**src/rtl/sfl_pkg.sv**
```systemverilog
// constants for the supply-fault lockout block
// Operation
// - lockout select 0: over-voltage leaves outputs unchanged, drivers may stay on.
// - lockout select 1: over-voltage puts all drivers high-Z, auto-recovers afterwards.
// - under-voltage puts all drivers high-Z unlatched, resumes prior state afterwards.
// - latched faults clear on status reset request, enable cycle or power-on.
// - latching fault disables half-bridge, zeroes its enable and config bits.
// - locked-out driver returns to programmed state once cause disappears.
package sfl_pkg;
    // ------------------------------------------------------------
    // register map
    // ------------------------------------------------------------
    localparam int SFL_AW = 4;
    localparam int SFL_DW = 32;
    localparam logic [3:0] SFL_CTRL_OFS = 4'h0;
    localparam logic [3:0] SFL_HBCFG_OFS = 4'h4;
    localparam logic [3:0] SFL_STAT_OFS = 4'h8;
    // ------------------------------------------------------------
    // field positions
    // ------------------------------------------------------------
    localparam int SFL_CTRL_OV_SEL_BIT = 0;
    localparam int SFL_CTRL_STAT_CLR_BIT = 1;
    localparam int SFL_HB_EN_LSB = 0;
    localparam int SFL_HB_CFG_LSB = 8;
    localparam int SFL_STAT_LATCH_LSB = 0;
    localparam int SFL_STAT_OV_BIT = 8;
    localparam int SFL_STAT_UV_BIT = 9;
    localparam int SFL_STAT_LOCK_BIT = 10;
    // ------------------------------------------------------------
    // reset values and counts
    // ------------------------------------------------------------
    localparam logic SFL_OV_SEL_RST = 1'b0;
    localparam int SFL_NUM_CH = 6;
    localparam int SFL_MAX_CH = 8;
    localparam int SFL_SYNC_STAGES = 2;
endpackage

```
**src/rtl/sfl_chan.sv**
```systemverilog
// one half-bridge channel: programmed bits, latched-off fault, output drive
module sfl_chan
    import sfl_pkg::*;
(
    // clock and reset
    input wire logic sys_clk,
    input wire logic rst,
    input wire logic ce,
    // programming
    input wire logic wr_cfg,
    input wire logic wr_en_bit,
    input wire logic wr_cfg_bit,
    // faults
    input wire logic fault_set,
    input wire logic fault_clr,
    input wire logic lockout,
    // state
    output logic en_ff,
    output logic cfg_ff,
    output logic latched_ff,
    output logic drive_ff,
    output logic side_ff
);
    // a latching fault wins over a same-cycle write
    always_ff @(posedge sys_clk) begin
        if (rst) begin
            en_ff <= 1'b0;
            cfg_ff <= 1'b0;
        end else if (ce) begin
            if (fault_set) begin
                en_ff <= 1'b0;
                cfg_ff <= 1'b0;
            end else if (wr_cfg) begin
                en_ff <= wr_en_bit;
                cfg_ff <= wr_cfg_bit;
            end
        end
    end

    // set beats clear so a fault arriving during a clear survives
    always_ff @(posedge sys_clk) begin
        if (rst) begin
            latched_ff <= 1'b0;
        end else if (ce) begin
            if (fault_set) begin
                latched_ff <= 1'b1;
            end else if (fault_clr) begin
                latched_ff <= 1'b0;
            end
        end
    end

    // lockout only masks the drive; programmed bits are kept for recovery
    always_ff @(posedge sys_clk) begin
        if (rst) begin
            drive_ff <= 1'b0;
            side_ff <= 1'b0;
        end else if (ce) begin
            drive_ff <= en_ff & ~latched_ff & ~lockout;
            side_ff <= cfg_ff;
        end
    end
endmodule

```
**src/rtl/sfl_sync.sv**
```systemverilog
// two-flop synchroniser for asynchronous pin levels
module sfl_sync
    import sfl_pkg::*;
#(
    parameter int WIDTH = 1
) (
    // clock and reset
    input wire logic sys_clk,
    input wire logic rst,
    input wire logic ce,
    // levels
    input wire logic [WIDTH-1:0] async_in,
    output logic [WIDTH-1:0] sync_out
);
    logic [WIDTH-1:0] meta_ff;
    logic [WIDTH-1:0] sync_ff;

    if (WIDTH < 1) begin : g_bad_width
        $error("sfl_sync: WIDTH must be at least 1");
    end

    // first stage feeds only the second stage
    always_ff @(posedge sys_clk) begin
        if (rst) begin
            meta_ff <= '0;
            sync_ff <= '0;
        end else if (ce) begin
            meta_ff <= async_in;
            sync_ff <= meta_ff;
        end
    end

    assign sync_out = sync_ff;
endmodule

```
**src/rtl/sfl_top.sv**
```systemverilog
// supply-fault lockout and fault-clear logic for a multi-channel half-bridge driver
module sfl_top
    import sfl_pkg::*;
#(
    parameter int NUM_CH = SFL_NUM_CH
) (
    // clock, reset, enable
    input wire logic sys_clk,
    input wire logic rst,
    input wire logic ce,
    // register port
    input wire logic [SFL_AW-1:0] reg_addr,
    input wire logic [SFL_DW-1:0] reg_wdata,
    input wire logic reg_wr,
    input wire logic reg_rd,
    output logic [SFL_DW-1:0] reg_rdata,
    // supply comparators and enable pin, asynchronous
    input wire logic ov_cmp,
    input wire logic uv_cmp,
    input wire logic en_pin,
    // latching faults from protection logic, same clock
    input wire logic [NUM_CH-1:0] fault_latch_req,
    // half-bridge drive
    output logic [NUM_CH-1:0] hb_drive_en,
    output logic [NUM_CH-1:0] hb_high_side,
    // supply status
    output logic supply_ov,
    output logic supply_uv,
    output logic supply_lockout
);
    // ------------------------------------------------------------
    // elaboration checks
    // ------------------------------------------------------------
    if (NUM_CH < 1 || NUM_CH > SFL_MAX_CH) begin : g_bad_num_ch
        $error("sfl_top: NUM_CH must be 1..8 to fit the register fields");
    end

    // ------------------------------------------------------------
    // synchronisers
    // ------------------------------------------------------------
    logic ov_sync;
    logic uv_sync;
    logic en_sync;

    sfl_sync #(
        .WIDTH(3)
    ) u_sync (
        .sys_clk(sys_clk),
        .rst(rst),
        .ce(ce),
        .async_in({en_pin, uv_cmp, ov_cmp}),
        .sync_out({en_sync, uv_sync, ov_sync})
    );

    // ------------------------------------------------------------
    // enable pin cycle detect
    // ------------------------------------------------------------
    logic [1:0] prime_cnt_ff;
    logic primed;
    logic en_prev_ff;
    logic en_rise;

    // synchroniser output is only trusted once it holds a real pin level
    always_ff @(posedge sys_clk) begin
        if (rst) begin
            prime_cnt_ff <= 2'h0;
        end else if (ce && !primed) begin
            prime_cnt_ff <= prime_cnt_ff + 2'h1;
        end
    end

    assign primed = (prime_cnt_ff == 2'(SFL_SYNC_STAGES));

    // held high until primed, else a high pin looks like a wake after reset
    always_ff @(posedge sys_clk) begin
        if (rst) begin
            en_prev_ff <= 1'b1;
        end else if (ce) begin
            en_prev_ff <= primed ? en_sync : 1'b1;
        end
    end

    // wake after a low phase counts as one full cycle of the pin
    assign en_rise = primed & en_sync & ~en_prev_ff;

    // ------------------------------------------------------------
    // register decode
    // ------------------------------------------------------------
    logic wr_ctrl;
    logic wr_hbcfg;
    logic stat_clr_pulse;
    logic fault_clr;
    logic ov_sel_ff;

    assign wr_ctrl = reg_wr & (reg_addr == SFL_CTRL_OFS);
    assign wr_hbcfg = reg_wr & (reg_addr == SFL_HBCFG_OFS);
    assign stat_clr_pulse = wr_ctrl & reg_wdata[SFL_CTRL_STAT_CLR_BIT];
    assign fault_clr = stat_clr_pulse | en_rise;

    always_ff @(posedge sys_clk) begin
        if (rst) begin
            ov_sel_ff <= SFL_OV_SEL_RST;
        end else if (ce && wr_ctrl) begin
            ov_sel_ff <= reg_wdata[SFL_CTRL_OV_SEL_BIT];
        end
    end

    // ------------------------------------------------------------
    // lockout decision
    // ------------------------------------------------------------
    logic nxt_lockout;
    logic lockout_ff;
    logic ov_flag_ff;
    logic uv_flag_ff;

    // over-voltage only counts when the lockout select is set
    assign nxt_lockout = uv_sync | (ov_sync & ov_sel_ff);

    // flags track the comparators live; nothing is held here
    always_ff @(posedge sys_clk) begin
        if (rst) begin
            lockout_ff <= 1'b0;
            ov_flag_ff <= 1'b0;
            uv_flag_ff <= 1'b0;
        end else if (ce) begin
            lockout_ff <= nxt_lockout;
            ov_flag_ff <= ov_sync;
            uv_flag_ff <= uv_sync;
        end
    end

    assign supply_ov = ov_flag_ff;
    assign supply_uv = uv_flag_ff;
    assign supply_lockout = lockout_ff;

    // ------------------------------------------------------------
    // channels
    // ------------------------------------------------------------
    logic [NUM_CH-1:0] en_bits;
    logic [NUM_CH-1:0] cfg_bits;
    logic [NUM_CH-1:0] latched;

    for (genvar i = 0; i < NUM_CH; i++) begin : g_ch
        sfl_chan u_chan (
            .sys_clk(sys_clk),
            .rst(rst),
            .ce(ce),
            .wr_cfg(wr_hbcfg),
            .wr_en_bit(reg_wdata[SFL_HB_EN_LSB + i]),
            .wr_cfg_bit(reg_wdata[SFL_HB_CFG_LSB + i]),
            .fault_set(fault_latch_req[i]),
            .fault_clr(fault_clr),
            .lockout(lockout_ff),
            .en_ff(en_bits[i]),
            .cfg_ff(cfg_bits[i]),
            .latched_ff(latched[i]),
            .drive_ff(hb_drive_en[i]),
            .side_ff(hb_high_side[i])
        );
    end

    // ------------------------------------------------------------
    // read path
    // ------------------------------------------------------------
    logic [SFL_DW-1:0] nxt_rdata;
    logic [SFL_DW-1:0] rdata_ff;

    always_comb begin
        nxt_rdata = '0;
        case (reg_addr)
            SFL_CTRL_OFS: begin
                nxt_rdata[SFL_CTRL_OV_SEL_BIT] = ov_sel_ff;
            end
            SFL_HBCFG_OFS: begin
                nxt_rdata[SFL_HB_EN_LSB +: NUM_CH] = en_bits;
                nxt_rdata[SFL_HB_CFG_LSB +: NUM_CH] = cfg_bits;
            end
            SFL_STAT_OFS: begin
                nxt_rdata[SFL_STAT_LATCH_LSB +: NUM_CH] = latched;
                nxt_rdata[SFL_STAT_OV_BIT] = ov_flag_ff;
                nxt_rdata[SFL_STAT_UV_BIT] = uv_flag_ff;
                nxt_rdata[SFL_STAT_LOCK_BIT] = lockout_ff;
            end
            default: begin
                nxt_rdata = '0;
            end
        endcase
    end

    // data stand only in the cycle after the strobe
    always_ff @(posedge sys_clk) begin
        if (rst) begin
            rdata_ff <= '0;
        end else if (ce) begin
            rdata_ff <= reg_rd ? nxt_rdata : '0;
        end
    end

    assign reg_rdata = rdata_ff;
endmodule

```
**config.mk**
```make
export PLATFORM = sky130hd
export DESIGN_NAME = sfl_top
export DESIGN_NICKNAME = d
export VERILOG_FILES = /design/src/rtl/sfl_pkg.sv /design/src/rtl/sfl_chan.sv /design/src/rtl/sfl_sync.sv /design/src/rtl/sfl_top.sv
export SDC_FILE = /design/constraint.sdc
export NUM_CORES = 1
export LEC_CHECK = 0
export BUFFER_PORTS_ARGS = -buffer_cell sky130_fd_sc_hd__buf_2
export CORE_MARGIN = 2
export CORE_UTILIZATION = 44
export DETAILED_ROUTE_END_ITERATION = 10
export GPL_ROUTABILITY_DRIVEN = 0
export PLACE_DENSITY = 0.77
export SYNTH_ARGS = -nofsm -noshare
export SYNTH_HDL_FRONTEND = slang
export SYNTH_HIERARCHICAL = 1
export SYNTH_SLANG_ARGS = --single-unit
export TNS_END_PERCENT = 100
```
**constraint.sdc**
```tcl
create_clock -name sys_clk -period 2.6 [get_ports sys_clk]
set_input_delay 0.52 -clock sys_clk [delete_from_list [all_inputs] [get_ports sys_clk]]
set_output_delay 0.52 -clock sys_clk [all_outputs]
set_load 0.02 [all_outputs]
```
=== Yosys cells after proc, flatten, opt, wreduce, memory -nomap -nowiden ===
Index checks and enable logic that the tools add are counted.
W data, S select, Z words.

* Register bits: 75
* Input bits: 50
* Output and inout port bits: 47
* Word-level logic and storage cells: 136

* $add $sub $neg: 1
* Equality and inequality tests: 3
* Muxes and demuxes: 37
* Bitwise gates (word level): 28
* Reduce and logical (&&, ||, !) cells: 28

{| class="wikitable"
|+ Operators with widths
! operator !! number
|-
| $mux W1 || 32
|-
| $reduce_and A2 Y1 || 12
|-
| $reduce_bool A2 Y1 || 12
|-
| $and A1 B1 Y1 || 18
|-
| $mux W14 || 1
|-
| $pmux W5 S2 || 1
|-
| $not A1 Y1 || 8
|-
| $pmux W3 S2 || 1
|-
| $eq A4 B3 Y1 const B || 1
|-
| $eq A4 B4 Y1 const B || 1
|-
| $logic_not A4 Y1 || 1
|-
| $mux W3 || 1
|-
| $pmux W1 S3 || 1
|-
| $add A2 B1 Y2 const B || 1
|-
| $eq A2 B2 Y1 const B || 1
|-
| $logic_and A1 B1 Y1 || 2
|-
| $or A1 B1 Y1 || 2
|-
| $logic_not A1 Y1 || 1
|}

=== Depth between registers and ports, before layout ===
* Depth in word-level cells: 6
* Gate-level depth with buffers: 6
* Mapped depth without buffers: 6

=== Cells and area by module ===
Netlist, hierarchy kept.

{| class="wikitable"
|+ Modules (own cells, without submodules)
! module !! instances !! cells each !! area each (um^2) !! sequential area each (um^2)
|-
| sfl_chan || 6 || 22 || 239.0 || 100.1
|-
| sfl_top || 1 || 112 || 963.4 || 380.4
|-
| sfl_sync || 1 || 19 || 214.0 || 120.1
|}

=== Worst setup path before layout ===
OpenSTA, ideal clock, no wires.

* Kind: input to register
* Start point: input reg_addr[1]
* End point: register g_ch[0].u_chan.en_ff
* Setup time: 0.087 ns
* Arrival time: 2.550 ns
* Required time: 2.513 ns
* Path slack: -0.037 ns
* Stages on the path: 4
* Path buffers: 0
* Cells stage by stage: or3b_4 -> nor3_1 -> nand3_1 -> a221oi_2

* Cells in the longest elaborated chain, start to end: 4

{| class="wikitable"
|+ Ends and longest elaborated chain
! item !! line !! RTL
|-
| start: declaration || sfl_top.sv:12 || <nowiki>input wire logic [SFL_AW-1:0] reg_addr,</nowiki>
|-
| $eq A4 B3 Y1 || sfl_top.sv:96 || <nowiki>assign wr_hbcfg = reg_wr & (reg_addr == SFL_HBCFG_OFS);</nowiki>
|-
| $and A1 B1 Y1 || sfl_top.sv:96 ||
|-
| named net wr_hbcfg || sfl_top.sv:90 || <nowiki>logic wr_hbcfg;</nowiki>
|-
| $reduce_bool A2 Y1 (no source line) || n/a ||
|-
| $reduce_and A2 Y1 (no source line) || n/a ||
|-
| end signal: assignment || sfl_chan.sv:34 || <nowiki>en_ff <= wr_en_bit;</nowiki>
|-
| end: declaration || sfl_chan.sv:18 || <nowiki>output logic en_ff,</nowiki>
|}

The timed path passes the listed nets, and every way through them passes these cells.
A chain may end at the register's enable or synchronous reset.

=== Final worst setup path ===
* Start point: input reg_addr[1]
* End point: register g_ch[0].u_chan.latched_ff

* Cells in the longest elaborated chain, start to end: 6

{| class="wikitable"
|+ Ends and longest elaborated chain
! item !! line !! RTL
|-
| $logic_not A4 Y1 || sfl_top.sv:95 || <nowiki>assign wr_ctrl = reg_wr & (reg_addr == SFL_CTRL_OFS);</nowiki>
|-
| $and A1 B1 Y1 || sfl_top.sv:95 ||
|-
| $and A1 B1 Y1 || sfl_top.sv:97 || <nowiki>assign stat_clr_pulse = wr_ctrl & reg_wdata[SFL_CTRL_STAT_CLR_BIT];</nowiki>
|-
| $or A1 B1 Y1 || sfl_top.sv:98 || <nowiki>assign fault_clr = stat_clr_pulse | en_rise;</nowiki>
|-
| named net fault_clr || sfl_top.sv:92 || <nowiki>logic fault_clr;</nowiki>
|-
| $reduce_bool A2 Y1 (no source line) || n/a ||
|-
| $reduce_and A2 Y1 (no source line) || n/a ||
|-
| end signal: assignment || sfl_chan.sv:43 || <nowiki>latched_ff <= 1'b0;</nowiki>
|-
| end signal: assignment || sfl_chan.sv:46 || <nowiki>latched_ff <= 1'b1;</nowiki>
|-
| end signal: assignment || sfl_chan.sv:48 || <nowiki>latched_ff <= 1'b0;</nowiki>
|-
| end: declaration || sfl_chan.sv:20 || <nowiki>output logic latched_ff,</nowiki>
|}

The timed path passes the listed nets, and every way through them passes these cells.

==> reports/qor.csv <==
stage,metric,value,unit
cts,insertion_delay,310,ps
sta,clock_skew,6.36,ps
power_and_ir_drop,power_frac_comb,10.7,%
cells_and_area,n_fill_cell,587,
sta,final-setup-viol-count,0,
grt,grt.total_usage,18.1,%
floorplanning,pin_count,97,
placed_design,place.port_buffers,56,
setup_path,cp_top_family,compound AO/OA/AOI/OAI gates,
synth,synth-edff-count,0,
detailed_routing,routed_wl,5.73,mm
cts,htreeDepth,2,
floorplanning,fp.dieArea,6570,µm²
min_path,min_from,fault_latch_req[5],
setup_path,critPathLaunch,reg_addr[1],
sta,min_period_over_period,64.4,%
sta,max_slew.worst_pin.slew,968,ps
placed_design,dp_hpwl,4.04,mm
sta,tns,0,ps
grt,grt_pass1_wl,9.09,mm
power_and_ir_drop,sw_frac_of_total,24.2,%
floorplanning,rows,28,
sta,holdWs,419,ps
detailed_routing,vias,2041,
cells_and_area,drive_above_1_share,26.3,%
detailed_routing,drtPass1Iterations,4,
synth,synthCells,263,
sta,setup_ws,927,ps
placed_design,place_ws,608,ps
synth,yosys-top-cells-count,"55 x dfxtp_1, 22 x nor2_1, 20 x buf_4",
sta,hold_viol_final,0,
synth,async_flop_share,0,%
min_path,hold_class,primary input to register,
synth,yosysTopAreaCell,dfxtp_1,
synth,yosysUniqueCellTypes,36,
cts,cts_sinks,55,
setup_path,cp_slowest_cell,o22ai_1,
setup_path,worst-setup-path-type,primary input to register,
synth,synthDominantCellAreaShare,42.2,%
cts,cts_hold_buf,0,
grt,grt-ovfl-total,0,
sta,slew_headroom,35.3,%
floorplanning,core_area,5820,µm²
cts,path_clk_slew,90,ps
sta,rsz0062_at_grt,no,
setup_path,cp_max_fo,6,
setup_path,arrival,1860,ps
synth,synth_area,2610,µm²
power_and_ir_drop,power_leakage,1.24,nW
cts,root_buffer,clkbuf_8,
synth,ys_warn_count,6,
grt,grt_pass1_vias,1935,
grt,grt_max_degree,40,
power_and_ir_drop,max-vdd-ir-drop,247,µV
setup_path,crit_buf_inv,1,
cts,cts_buffer_depth,2,
detailed_routing,drt_iter0_markers,121,
power_and_ir_drop,power,1.64,mW
synth,ys_top_cells_by_area,"dfxtp_1 42%, buf_4 5.7%, mux2i_1 5.4%",
cts,post_cts_buffers,0,
detailed_routing,vias_per_cell,5.17,
setup_path,r2r_start,prime_cnt_ff[0]$_SDFFE_PP0P_,
cells_and_area,nets,370,
floorplanning,die_y,81.0,µm
cts,post_cts_resized,0,
floorplanning,start_util,44.9,%
outcome,run_status,completed,
cts,cts_buffers,5,
synth,seq_area_frac_synth,42.2,%
synth,synth_ff_type,dfxtp_1,
power_and_ir_drop,switchingPower,396,µW
detailed_routing,wire_per_inst,14.5,µm
cells_and_area,area_growth,14.3,%
grt,antenna_found_initial,0,
sta,fmax,598,MHz
setup_path,cp_cell_sequence,buf_2 -> or3b_4 -> o22ai_1 -> a21bo_1 -> a21oi_1,
setup_path,start_kind,primary input,
sta,drv_slew,0,
power_and_ir_drop,internal_power,1.24,mW
detailed_routing,drc,0,
setup_path,end_kind,register,
detailed_routing,ant_nets,0,
flow_run,maxCapViolCount,0,
cts,cts_tree,yes,
floorplanning,die_w,81.0,µm
synth,avgSynthCellArea,9.93,µm²
power_and_ir_drop,p_seq_share,53.5,%
synth,synthMostInstantiatedCell,dfxtp_1,
synth,synth-seq-cells,55,
power_and_ir_drop,pwr_density_cell,548,nW/µm²
setup_path,cpPeakStageDelay,550,ps
cells_and_area,diodes,0,
setup_path,crit_required,2780,ps
power_and_ir_drop,clockPowerShare,35.8,%
sta,period_minus_slack,1670,ps
## worst paths after layout
kind / endpoint / slack, ps / cells past startpoint
max: g_ch[0].u_chan/latched_ff$_SDFFE_PP0P_ / 930 / 5
min: g_ch[5].u_chan/en_ff$_SDFFE_PP0P_ / 420 / 2
max reg2reg: g_ch[0].u_chan/latched_ff$_SDFFE_PP0P_ / 1050 / 6
min reg2reg: reg_rdata[2]$_SDFFE_PP0P_ / 460 / 2
## area by class of cell
cell class	count	area [µm²]	share of cell area (%)
well taps	75	93.8	3.14
clock inverters	2	35.0	1.17
multi-input cells	192	1330	44.4
clock buffers	6	82.6	2.77
flip-flops and latches	55	1100	36.9
repair buffers	61	330	11.1
inverters	4	15.0	0.503
## registers in the layout, summed over array words and instances, names as in the netlist
register                count
supply_lockout              1
u_sync/meta_ff              3
g_ch.u_chan/en_ff           6
supply_ov                   1
ov_sel_ff                   1
reg_rdata                  12
g_ch.u_chan/drive_ff        6
supply_uv                   1
prime_cnt_ff                2
u_sync/sync_out             3
g_ch.u_chan/cfg_ff          6
g_ch.u_chan/latched_ff      6
g_ch.u_chan/side_ff         6
en_prev_ff                  1
## layer usage
metal  share of wire, %  global-route usage, %  vias up
met2                 47                   28.6       58
met3                6.1                   5.00        8
met1                 45                   23.2      957
li1                   -                      -     1018
met5                  0                      0        -
met4                1.8                   7.46        0
## power groups by stage
stage	Clock, mW	Combinational (mW)	Sequential (mW)
finish	0.585	0.176	0.875
global route	0.635	0.193	0.877
CTS	0.601	0.176	0.875
detailed placement	0	0.176	0.894
global placement	0	0.170	0.893
floorplan	0	0.143	0.892
## worst reg2reg max path, cell delays in order (launching register included)
cell	delay, ps
dfxtp_1	340
inv_1	60
ha_1	180
nand2_1	60
o22ai_1	520
a21bo_1	210
a21oi_1	60
## layout by cell type (no fill, tap or decap)
cell type	n
a211oi_1	2
clkbuf_8	6
o21ai_0	6
o21ai_1	8
a22oi_1	8
buf_12	1
nand4b_1	6
nor2_1	22
buf_4	4
clkinv_2	1
nor3_2	1
inv_1	4
nor3_1	1
a221oi_2	6
o2bb2ai_1	6
a21bo_1	12
nor2b_1	9
nand3_1	6
a222oi_1	1
a32oi_1	3
mux2_1	1
or3b_4	1
ha_1	1
nand2b_4	6
and4bb_4	1
nand2b_1	8
bufinv_16	1
a21oi_1	15
conb_1	20
nand4bb_1	6
xnor2_1	1
o41ai_1	1
mux2i_1	14
dfxtp_1	55
nand2_1	17
or4b_1	1
buf_2	56
o22ai_1	2
## cell families after synthesis
group / count (synthesis) / share of synthesized area, %
buffers and inverters: 35 / 9.97
and+or+nand+nor: 85 / 20.4
adders and majority gates: 1 / 0.479
xor gates and xnor gates: 1 / 0.335
other: 1 / 0.144
muxes: 15 / 5.80
AOI/OAI and AO/OA: 70 / 20.7
DFF: 55 / 42.2
## metrics by stage
stage	utilization, %	area [µm²]	cells
after global routing	51.3	2980	395
after detailed placement	49.3	2870	387
after CTS	51.3	2980	395
after floorplan	-	2690	282
final	51.3	2980	395
after global placement	49.3	2870	387
No activity file was read; power rests on OpenSTA's default activity.
